**src/trf_pkg.sv**
```systemverilog
// constants and carrier types of the temperature result formatter
`default_nettype none
package trf_pkg;
  // ************************************************************
  // result formats
  // ************************************************************
  localparam int RES_W = 11;
  localparam int BYTE_W = 8;
  localparam int LO_BITS = 3;
  localparam int TEMP_W = 13;
  localparam int EXTRA_FRAC = 2;
  localparam int RAW_W = TEMP_W + EXTRA_FRAC;
  localparam int NUM_EXT = 2;
  localparam int NUM_CH = 3;
  localparam logic signed [TEMP_W-1:0] T_MINUS64 = 13'sh1E00;
  localparam logic signed [TEMP_W-1:0] T_PLUS128 = 13'sh0400;
  localparam logic signed [TEMP_W-1:0] T_PLUS191_875 = 13'sh05FF;
  localparam logic signed [TEMP_W-1:0] T_OFFSET64 = 13'sh0200;
  localparam logic [RES_W-1:0] LEG_MIN = 11'h600;
  localparam logic [RES_W-1:0] LEG_MAX = 11'h3FF;
  localparam logic [RES_W-1:0] EXT_MIN = 11'h400;
  localparam logic [RES_W-1:0] EXT_MAX = 11'h3FF;
  localparam logic [RES_W-1:0] FAULT_CODE = 11'h400;
  localparam logic [1:0] CH_INT = 2'h0;
  localparam logic [1:0] CH_EXT1 = 2'h1;
  localparam logic [1:0] CH_EXT2 = 2'h2;
  // ************************************************************
  // register map, register indices (byte address bits 6:2)
  // ************************************************************
  localparam int ADDR_W = 7;
  localparam logic [4:0] IDX_LEG_HI0 = 5'h00;
  localparam logic [4:0] IDX_LEG_LO0 = 5'h01;
  localparam logic [4:0] IDX_LEG_HI1 = 5'h02;
  localparam logic [4:0] IDX_LEG_LO1 = 5'h03;
  localparam logic [4:0] IDX_LEG_HI2 = 5'h04;
  localparam logic [4:0] IDX_LEG_LO2 = 5'h05;
  localparam logic [4:0] IDX_EXT_HI1 = 5'h06;
  localparam logic [4:0] IDX_EXT_LO1 = 5'h07;
  localparam logic [4:0] IDX_EXT_HI2 = 5'h08;
  localparam logic [4:0] IDX_EXT_LO2 = 5'h09;
  localparam logic [4:0] IDX_CONFIG2 = 5'h0A;
  localparam logic [4:0] IDX_BETA1 = 5'h0B;
  localparam logic [4:0] IDX_BETA2 = 5'h0C;
  localparam logic [4:0] IDX_IDEAL1 = 5'h0D;
  localparam logic [4:0] IDX_IDEAL2 = 5'h0E;
  localparam logic [4:0] IDX_STATUS = 5'h0F;
  localparam logic [4:0] IDX_MASK = 5'h10;
  localparam int CFG2_REC_BIT = 0;
  localparam logic [7:0] CFG2_RESET = 8'h01;
  localparam logic [7:0] BETA_OFF = 8'h07;
  localparam logic [7:0] BETA_RESET = 8'h00;
  localparam int ST_W = 3;
  localparam int ST_FAULT1 = 0;
  localparam int ST_FAULT2 = 1;
  localparam int ST_DONE = 2;
  // ************************************************************
  // carriers
  // ************************************************************
  typedef struct packed {
    logic valid;
    logic [1:0] channel;
    logic signed [RAW_W-1:0] value;
  } trf_conv_t;
  typedef struct packed {
    logic rec_en;
    logic [NUM_EXT-1:0] beta_en;
    logic [NUM_EXT-1:0][BYTE_W-1:0] ideality;
  } trf_corr_t;
  typedef struct packed {
    logic ack;
    logic [31:0] rdata;
    logic [NUM_CH-1:0][RES_W-1:0] leg;
    logic [NUM_EXT-1:0][RES_W-1:0] ext;
    logic [BYTE_W-1:0] cfg2;
    logic [NUM_EXT-1:0][BYTE_W-1:0] beta;
    logic [NUM_EXT-1:0][BYTE_W-1:0] ideal;
    logic [ST_W-1:0] status;
    logic [ST_W-1:0] mask;
  } trf_state_t;
endpackage
`default_nettype wire

```
**src/trf_sync.sv**
```systemverilog
// two-stage synchroniser for asynchronous level inputs
`timescale 1ns/1ps
`default_nettype none
module trf_sync #(
  parameter int WIDTH = 2
) (
  input wire logic clock,
  input wire logic reset,
  input wire logic [WIDTH-1:0] async_in,
  output logic [WIDTH-1:0] sync_out
);
  logic [WIDTH-1:0] meta_q;
  genvar i;
  generate
    for (i = 0; i < WIDTH; i++) begin : g_bit
      always_ff @(posedge clock) begin
        if (reset) begin
          meta_q[i] <= 1'b0;
          sync_out[i] <= 1'b0;
        end else begin
          meta_q[i] <= async_in[i];
          sync_out[i] <= meta_q[i];
        end
      end
    end
  endgenerate
endmodule // trf_sync
`default_nettype wire

```
**src/trf_format.sv**
```systemverilog
// converts one raw converter sample into legacy and extended codes
`timescale 1ns/1ps
`default_nettype none
module trf_format (
  input wire logic signed [trf_pkg::RAW_W-1:0] raw,
  input wire logic fault,
  output logic signed [trf_pkg::TEMP_W-1:0] temp,
  output logic [trf_pkg::RES_W-1:0] legacy,
  output logic [trf_pkg::RES_W-1:0] extended
);
  logic signed [trf_pkg::TEMP_W-1:0] shifted;
  // extra averaging bits are dropped, so sub-lsb noise never shows
  assign temp = raw[trf_pkg::RAW_W-1:trf_pkg::EXTRA_FRAC];
  assign shifted = temp - trf_pkg::T_OFFSET64;
  always_comb begin
    if (fault) begin
      legacy = trf_pkg::FAULT_CODE;
      extended = trf_pkg::FAULT_CODE;
    end else begin
      if (temp <= trf_pkg::T_MINUS64) begin
        legacy = trf_pkg::LEG_MIN;
      end else if (temp >= trf_pkg::T_PLUS128) begin
        legacy = trf_pkg::LEG_MAX;
      end else begin
        legacy = temp[trf_pkg::RES_W-1:0];
      end
      if (temp <= trf_pkg::T_MINUS64) begin
        extended = trf_pkg::EXT_MIN;
      end else if (temp >= trf_pkg::T_PLUS191_875) begin
        extended = trf_pkg::EXT_MAX;
      end else begin
        extended = shifted[trf_pkg::RES_W-1:0];
      end
    end
  end
endmodule // trf_format
`default_nettype wire

```
**src/trf_top.sv**
```systemverilog
// result registers, corrections and avalon slave of the formatter
//
// Summary of operation
// - high byte holds result bits 10:3, low byte bits 7:5 hold bits 2:0.
// - extra converter resolution is truncated to an 11-bit result.
// - remote zones also get an extended result, offset by 64 degrees.
// - legacy and extended results live in separate registers, both updated.
// - legacy clamps to 600h at -64 and below, 3FFh at 128 and above.
// - extended maps 64 to zero, clamps 400h low and 3FFh high.
// - open or shorted positive pin sets fault status and forces 400h.
// - series resistance correction on unless its configuration bit is cleared.
// - writing 07h to a beta register turns beta compensation off.
// - fifth variant resets with beta compensation off on channel two.
// - ideality resets to the 1.008 code and is applied as programmed.
`timescale 1ns/1ps
`default_nettype none
module trf_top #(
  parameter bit FIFTH_VARIANT = 1'b0,
  // code standing for an ideality of 1.008, value arbitrary
  parameter logic [7:0] IDEALITY_DEFAULT = 8'h12
) (
  input wire logic clock,
  input wire logic reset,
  input wire logic [trf_pkg::ADDR_W-1:0] avs_address,
  input wire logic avs_read,
  input wire logic avs_write,
  input wire logic [31:0] avs_writedata,
  input wire logic [3:0] avs_byteenable,
  output logic [31:0] avs_readdata,
  output logic avs_waitrequest,
  input wire trf_pkg::trf_conv_t conv,
  input wire logic [trf_pkg::NUM_EXT-1:0] diode_positive_pin_fault,
  output trf_pkg::trf_corr_t corr,
  output logic irq
);
  // ************************************************************
  // state and helpers
  // ************************************************************
  trf_pkg::trf_state_t s_q;
  trf_pkg::trf_state_t s_d;
  logic [trf_pkg::NUM_EXT-1:0] fault_s;
  logic conv_fault;
  logic signed [trf_pkg::TEMP_W-1:0] temp;
  logic [trf_pkg::RES_W-1:0] fmt_leg;
  logic [trf_pkg::RES_W-1:0] fmt_ext;
  logic req;
  logic [4:0] idx;
  logic [trf_pkg::ST_W-1:0] st_set;
  logic [trf_pkg::ST_W-1:0] st_clr;
  logic [7:0] rd_byte;
  logic wr_go;

  trf_sync #(
    .WIDTH(trf_pkg::NUM_EXT)
  ) u_sync (
    .clock(clock),
    .reset(reset),
    .async_in(diode_positive_pin_fault),
    .sync_out(fault_s)
  );

  // internal zone has no pin, so it never reports a fault
  assign conv_fault = (conv.channel == trf_pkg::CH_EXT1) ? fault_s[0] :
                      (conv.channel == trf_pkg::CH_EXT2) ? fault_s[1] :
                      1'b0;

  trf_format u_format (
    .raw(conv.value),
    .fault(conv_fault),
    .temp(temp),
    .legacy(fmt_leg),
    .extended(fmt_ext)
  );

  assign req = avs_read | avs_write;
  assign idx = avs_address[trf_pkg::ADDR_W-1:2];
  assign wr_go = avs_write & s_q.ack & avs_byteenable[0];
  // one wait state: readdata is prepared in the first request cycle
  assign avs_waitrequest = req & ~s_q.ack;
  assign avs_readdata = s_q.rdata;

  // ************************************************************
  // read multiplexer
  // ************************************************************
  always_comb begin
    rd_byte = 8'h00;
    unique case (idx)
      trf_pkg::IDX_LEG_HI0: rd_byte = s_q.leg[0][10:3];
      trf_pkg::IDX_LEG_LO0: rd_byte = {s_q.leg[0][2:0], 5'h00};
      trf_pkg::IDX_LEG_HI1: rd_byte = s_q.leg[1][10:3];
      trf_pkg::IDX_LEG_LO1: rd_byte = {s_q.leg[1][2:0], 5'h00};
      trf_pkg::IDX_LEG_HI2: rd_byte = s_q.leg[2][10:3];
      trf_pkg::IDX_LEG_LO2: rd_byte = {s_q.leg[2][2:0], 5'h00};
      trf_pkg::IDX_EXT_HI1: rd_byte = s_q.ext[0][10:3];
      trf_pkg::IDX_EXT_LO1: rd_byte = {s_q.ext[0][2:0], 5'h00};
      trf_pkg::IDX_EXT_HI2: rd_byte = s_q.ext[1][10:3];
      trf_pkg::IDX_EXT_LO2: rd_byte = {s_q.ext[1][2:0], 5'h00};
      trf_pkg::IDX_CONFIG2: rd_byte = s_q.cfg2;
      trf_pkg::IDX_BETA1: rd_byte = s_q.beta[0];
      trf_pkg::IDX_BETA2: rd_byte = s_q.beta[1];
      trf_pkg::IDX_IDEAL1: rd_byte = s_q.ideal[0];
      trf_pkg::IDX_IDEAL2: rd_byte = s_q.ideal[1];
      trf_pkg::IDX_STATUS: rd_byte = {5'h00, s_q.status};
      trf_pkg::IDX_MASK: rd_byte = {5'h00, s_q.mask};
      default: rd_byte = 8'h00;
    endcase
  end

  // ************************************************************
  // next state
  // ************************************************************
  always_comb begin
    s_d = s_q;
    st_set = '0;
    st_clr = '0;
    s_d.ack = req & ~s_q.ack;
    if (avs_read && !s_q.ack) begin
      s_d.rdata = {24'h000000, rd_byte};
    end
    if (wr_go) begin
      unique case (idx)
        trf_pkg::IDX_CONFIG2: s_d.cfg2 = avs_writedata[7:0];
        trf_pkg::IDX_BETA1: s_d.beta[0] = avs_writedata[7:0];
        trf_pkg::IDX_BETA2: s_d.beta[1] = avs_writedata[7:0];
        trf_pkg::IDX_IDEAL1: s_d.ideal[0] = avs_writedata[7:0];
        trf_pkg::IDX_IDEAL2: s_d.ideal[1] = avs_writedata[7:0];
        trf_pkg::IDX_STATUS: st_clr = avs_writedata[trf_pkg::ST_W-1:0];
        trf_pkg::IDX_MASK: s_d.mask = avs_writedata[trf_pkg::ST_W-1:0];
        default: st_clr = '0;
      endcase
    end
    if (conv.valid) begin
      // whole 11-bit word updated at once, high and low byte reads are not locked together
      unique case (conv.channel)
        trf_pkg::CH_INT: s_d.leg[0] = fmt_leg;
        trf_pkg::CH_EXT1: begin
          s_d.leg[1] = fmt_leg;
          s_d.ext[0] = fmt_ext;
          st_set[trf_pkg::ST_FAULT1] = conv_fault;
        end
        trf_pkg::CH_EXT2: begin
          s_d.leg[2] = fmt_leg;
          s_d.ext[1] = fmt_ext;
          st_set[trf_pkg::ST_FAULT2] = conv_fault;
        end
        default: st_set = '0;
      endcase
      st_set[trf_pkg::ST_DONE] = 1'b1;
    end
    // a new event in the clearing cycle survives the clear
    s_d.status = (s_q.status & ~st_clr) | st_set;
  end

  always_ff @(posedge clock) begin
    if (reset) begin
      s_q <= '0;
      s_q.cfg2 <= trf_pkg::CFG2_RESET;
      s_q.beta[0] <= trf_pkg::BETA_RESET;
      s_q.beta[1] <= FIFTH_VARIANT ? trf_pkg::BETA_OFF
                                   : trf_pkg::BETA_RESET;
      s_q.ideal[0] <= IDEALITY_DEFAULT;
      s_q.ideal[1] <= IDEALITY_DEFAULT;
    end else begin
      s_q <= s_d;
    end
  end

  // ************************************************************
  // outputs to the analog front end
  // ************************************************************
  assign corr.rec_en = s_q.cfg2[trf_pkg::CFG2_REC_BIT];
  assign corr.beta_en[0] = s_q.beta[0] != trf_pkg::BETA_OFF;
  assign corr.beta_en[1] = s_q.beta[1] != trf_pkg::BETA_OFF;
  assign corr.ideality = s_q.ideal;
  assign irq = |(s_q.status & s_q.mask);
endmodule // trf_top
`default_nettype wire

```
**config.mk**
```make
export PLATFORM = sky130hd
export DESIGN_NAME = trf_top
export DESIGN_NICKNAME = d
export VERILOG_FILES = /design/src/trf_pkg.sv /design/src/trf_sync.sv /design/src/trf_format.sv /design/src/trf_top.sv
export SDC_FILE = /design/constraint.sdc
export NUM_CORES = 1
export LEC_CHECK = 0
export BUFFER_PORTS_ARGS = -buffer_cell sky130_fd_sc_hd__buf_2
export CORE_MARGIN = 2
export CORE_UTILIZATION = 50
export CTS_CLUSTER_DIAMETER = 120
export DETAILED_ROUTE_END_ITERATION = 12
export PLACE_DENSITY = 0.74
export SYNTH_ARGS = -nofsm -noshare
export SYNTH_HDL_FRONTEND = slang
export SYNTH_HIERARCHICAL = 1
export SYNTH_SLANG_ARGS = --single-unit
```
**constraint.sdc**
```tcl
create_clock -name clock -period 2.74 [get_ports clock]
set_input_delay 0.548 -clock clock [delete_from_list [all_inputs] [get_ports clock]]
set_output_delay 0.548 -clock clock [all_outputs]
set_load 0.005 [all_outputs]
```
# Yosys cells after proc, flatten, opt, wreduce, memory -nomap -nowiden
# Index checks and enable logic that the tools add are counted.
# totals
input_bits	67
register_bits	114
output_inout_bits	53
elab_cells	79
# op_classes
eq_ne	20
muxes	14
order_cmp	3
n_bitwise	9
reduce_logical	14
add_sub_neg	1
# op_table
op	n
8-bit one-hot mux with 17 select lines	1
11-bit two-way mux	6
5-bit by 4-bit == test with 1-bit output, second input constant	8
13-bit by 12-bit >= comparator with 1-bit output, second input constant	2
5-bit by 3-bit == test with 1-bit output, second input constant	4
2-bit AND reduction	9
8-bit by 3-bit != test with 1-bit output, second input constant	2
13-bit by 10-bit less-or-equal comparator with 1-bit output, second input constant	1
11-bit subtractor, second input constant	1
5-bit by 2-bit == test with 1-bit output, second input constant	2
3-bit two-way mux	3
3-bit AND	2
5-bit by 1-bit == test with 1-bit output, second input constant	1
5-bit == test, second input constant	1
5-bit zero test	1
1-bit two-way mux	4
1-bit AND	3
3-bit NOT	1
3-bit OR	1
3-bit OR reduction	1
2-bit by 1-bit == test with 1-bit output, second input constant	1
2-bit == test, second input constant	1
2-bit zero test	1
1-bit logical AND	1
other kinds (3)	3

# Longest topological paths before layout
# logic_depth
depth_word	6
depth_mapped	8
ltp_nobuf	6

# By module
# Netlist, hierarchy kept.
# by_module_without_submodules
mod	cells_per_inst	seq_area_each_um2	n_inst	area_per_inst_um2
trf_top	631	2202.1	1	5268.8
trf_format	83	0.0	1	558.0
trf_sync	8	80.1	1	105.1

# Worst setup path after synthesis
# OpenSTA, ideal clock, no wires.
# synth_path
path_kind	input-to-reg
start	in avs_address[6] (netlist bit)
end	reg s_q (netlist bit corr[18])
path_slack_ns	0.864
cell_stages	5
setup_ns	0.120
path_buffers	1
arrival_time_ns	1.756
t_required_ns	2.620
cell_sequence	or3b_1 buf_6 nor3_4 nor2b_1 a211o_1
# synth_between
elab_chain_cells	2
# synth_lines
element	line	source
start, declared	trf_top.sv:24	input wire logic [trf_pkg::ADDR_W-1:0] avs_address,
5-bit by 4-bit == test with 1-bit output	trf_top.sv:121	unique case (idx)
2-bit AND reduction (no line)	n/a	
end, declared	trf_top.sv:39	trf_pkg::trf_state_t s_q;
# Every way passes these cells.
# A chain may end at the register's enable or synchronous reset.

==> flow_metrics.tcl <==
set metrics [dict create \
    status "completed" \
    row_count 39 \
    n_antenna_cell 0 \
    grt_max_degree 58 \
    r2r-end "s_q[34]$_SDFFE_PP0P_" \
    ir_worst_vdd_uv 496.3 \
    hold_viol 0 \
    avgRoutedWirePerCell_um 18.66 \
    cts.sinks 114 \
    area_delta_synth_final_pct 11.49 \
    r2r-start "s_q[133]$_SDFF_PP0_" \
    cts_tree "done" \
    clock.fmax_mhz 481.0 \
    gp_congestion 0.9590 \
    yosysWarnings 6 \
    grt-ovfl-total 0 \
    via_count 5320 \
    preCtsSetupSlack_ns 0.4227 \
    min_from "reset" \
    die_area_sq_um 12550 \
    p_seq_share_pct 42.2 \
    required_ns 2.19 \
    tns_ns 0 \
    endpoint_kind "output port" \
    rsz0062_at_grt "false" \
    start_util_pct 51.10 \
    antenna_found_initial 0 \
    holdWs_ns 0.3518 \
    insertion_delay_ns 0.41 \
    drt_wl_total_mm 16.62 \
    crit_arrival_ns 1.53 \
    r2r_cells 5 \
    grt_pass1_wl_mm 25.97 \
    regToRegSetupSlack_ns 0.79 \
    core_sq_um 11420 \
    switching_power_mw 1.012 \
    synth_cells 709 \
    nNetsFinal 805 \
    start_kind "flip-flop" \
    drt_iter0_drc 639 \
    p_total_mw 4.065 \
    clk_path_buf_depth 2 \
    slew_headroom_pct 46.54 \
    hold_path_depth 2 \
    maxCapViolCount 0 \
    clk_root_buffer_cell "clkbuf_16" \
    firstDrtPassIters 5 \
    synth_area_per_cell_sq_um 8.229 \
    drc_errors 0 \
    cp_max_fo 3 \
    finalMaxSlewViolations 0 \
    fin_crit_ns 2.079 \
    avgViaCountPerCell 5.971 \
    htree_levels 4 \
    drive_gt1_share_pct 17.11 \
    pwr-share-comb_pct 8.3 \
    power_density_nw_per_um2 624.9 \
    grt_pass1_vias 4799 \
    final_cell_area_sq_um 6505 \
    ant_nets 0 \
    clkTransAtPathRegs_ns 0.05 \
    finalWorstSetupSlack_ns 0.6611 \
    finClkSkew_ns 0.007689 \
    track_usage_pct 26.42 \
    die_h_um 112.0 \
    fillers 1005 \
    setup_violations 0 \
    power_frac_clock_pct 49.5 \
    netlist_area_sq_um 5834 \
    die_w_um 112.0 \
    cts_buffers 17 \
    post_dp_cell_area_sq_um 5968 \
    cts_resized 0 \
    hold_path_end "u_sync/sync_out[0]$_SDFF_PP0_" \
    critical_path_class "reg -> out" \
    swShare_pct 24.91 \
    dp_hpwl_mm 11.86 \
    p_int_mw 3.052 \
    p_leak_nw 2.419 \
    hold_class "in -> reg" \
    io_buffer_count 64 \
    worstMarginPinSlew_ns 0.8000 \
    io_pins 120 \
    fin_crit_sh_pct 75.87 \
    post_cts_buffers 0 \
    ctsHoldBuffers 0 \
]
worst max-delay path by stage:
stage,startpoint,end,slack [ns],cells past startpoint
2_1_floorplan,avs_address[6],corr[18]$_SDFFE_PP1P_,0.86,5
3_3_place_gp,avs_address[4],corr[18]$_SDFFE_PP1P_,0.45,5
3_5_place_dp,avs_address[4],corr[18]$_SDFFE_PP1P_,0.42,5
4_1_cts,s_q[25]$_SDFFE_PP0P_,corr[16],0.71,3
5_1_grt,s_q[133]$_SDFF_PP0_,s_q[34]$_SDFFE_PP0P_,0.68,5
6_report,s_q[25]$_SDFFE_PP0P_,corr[16],0.66,3
worst max-delay path, cell delays in order, from the launching register on:
cell	delay (ns)
dfxtp_1	0.33
nor4_1	0.47
nand4_1	0.17
buf_2	0.16
area by class of cell:
class | count | area, sq um | area share [%]
multi-input cells | 516 | 3023 | 46.47
clock inverters | 11 | 90.09 | 1.385
repair buffers | 84 | 473.0 | 7.271
inverters | 3 | 11.26 | 0.1731
well taps | 143 | 178.9 | 2.751
clock buffers | 20 | 446.7 | 6.867
flip-flops and latches | 114 | 2282 | 35.08
state kept, by name (all words and copies together), names as in the netlist:
name and count:
avs_readdata 8, s_q 85, u_sync/meta_q 2, u_sync/sync_out 2
corr 17
power by group through the flow:
stage	sequential, mW	combinational [mW]	clock [mW]
after floorplan	1.74	0.245	0
after global placement	1.75	0.325	0
after detailed placement	1.75	0.331	0
after CTS	1.71	0.332	2.03
after global routing	1.71	0.370	2.12
final	1.71	0.337	2.01
metrics by stage:
stage / cells / utilization, %
after floorplan: 732 / -
after global placement: 860 / 52.27
after detailed placement: 860 / 52.27
after CTS: 891 / 56.97
after global routing: 891 / 56.97
final: 891 / 56.97
layer usage:
metal | track usage [%] | vias up | share of wire, %
met5 | 0 | - | 0
met4 | 11.14 | 0 | 3.6
met2 | 41.86 | 269 | 46
li1 | - | 2486 | -
met1 | 35.06 | 2519 | 42
met3 | 5.940 | 46 | 8.0
layout by cell type, fill, tap and decap left out, types with 4 or more instances in the layout:
master / count
a222oi_1: 4
and2_1: 7
mux2i_1: 34
and3_1: 4
clkinvlp_4: 4
a21oi_1: 67
clkinv_2: 6
and3b_1: 5
nor2b_1: 21
a221oi_1: 6
conb_1: 24
dfxtp_1: 114
a22o_1: 4
buf_4: 21
a211oi_1: 18
nor2_1: 64
a22oi_1: 20
o21ai_0: 7
nand4_1: 6
nand3_1: 16
nand2_1: 130
a32oi_1: 7
a31oi_1: 9
nor3_1: 6
clkbuf_16: 17
nor3_4: 4
and4_1: 5
a211o_1: 7
buf_2: 63
Note: power is estimated with default switching activity, not from simulation.
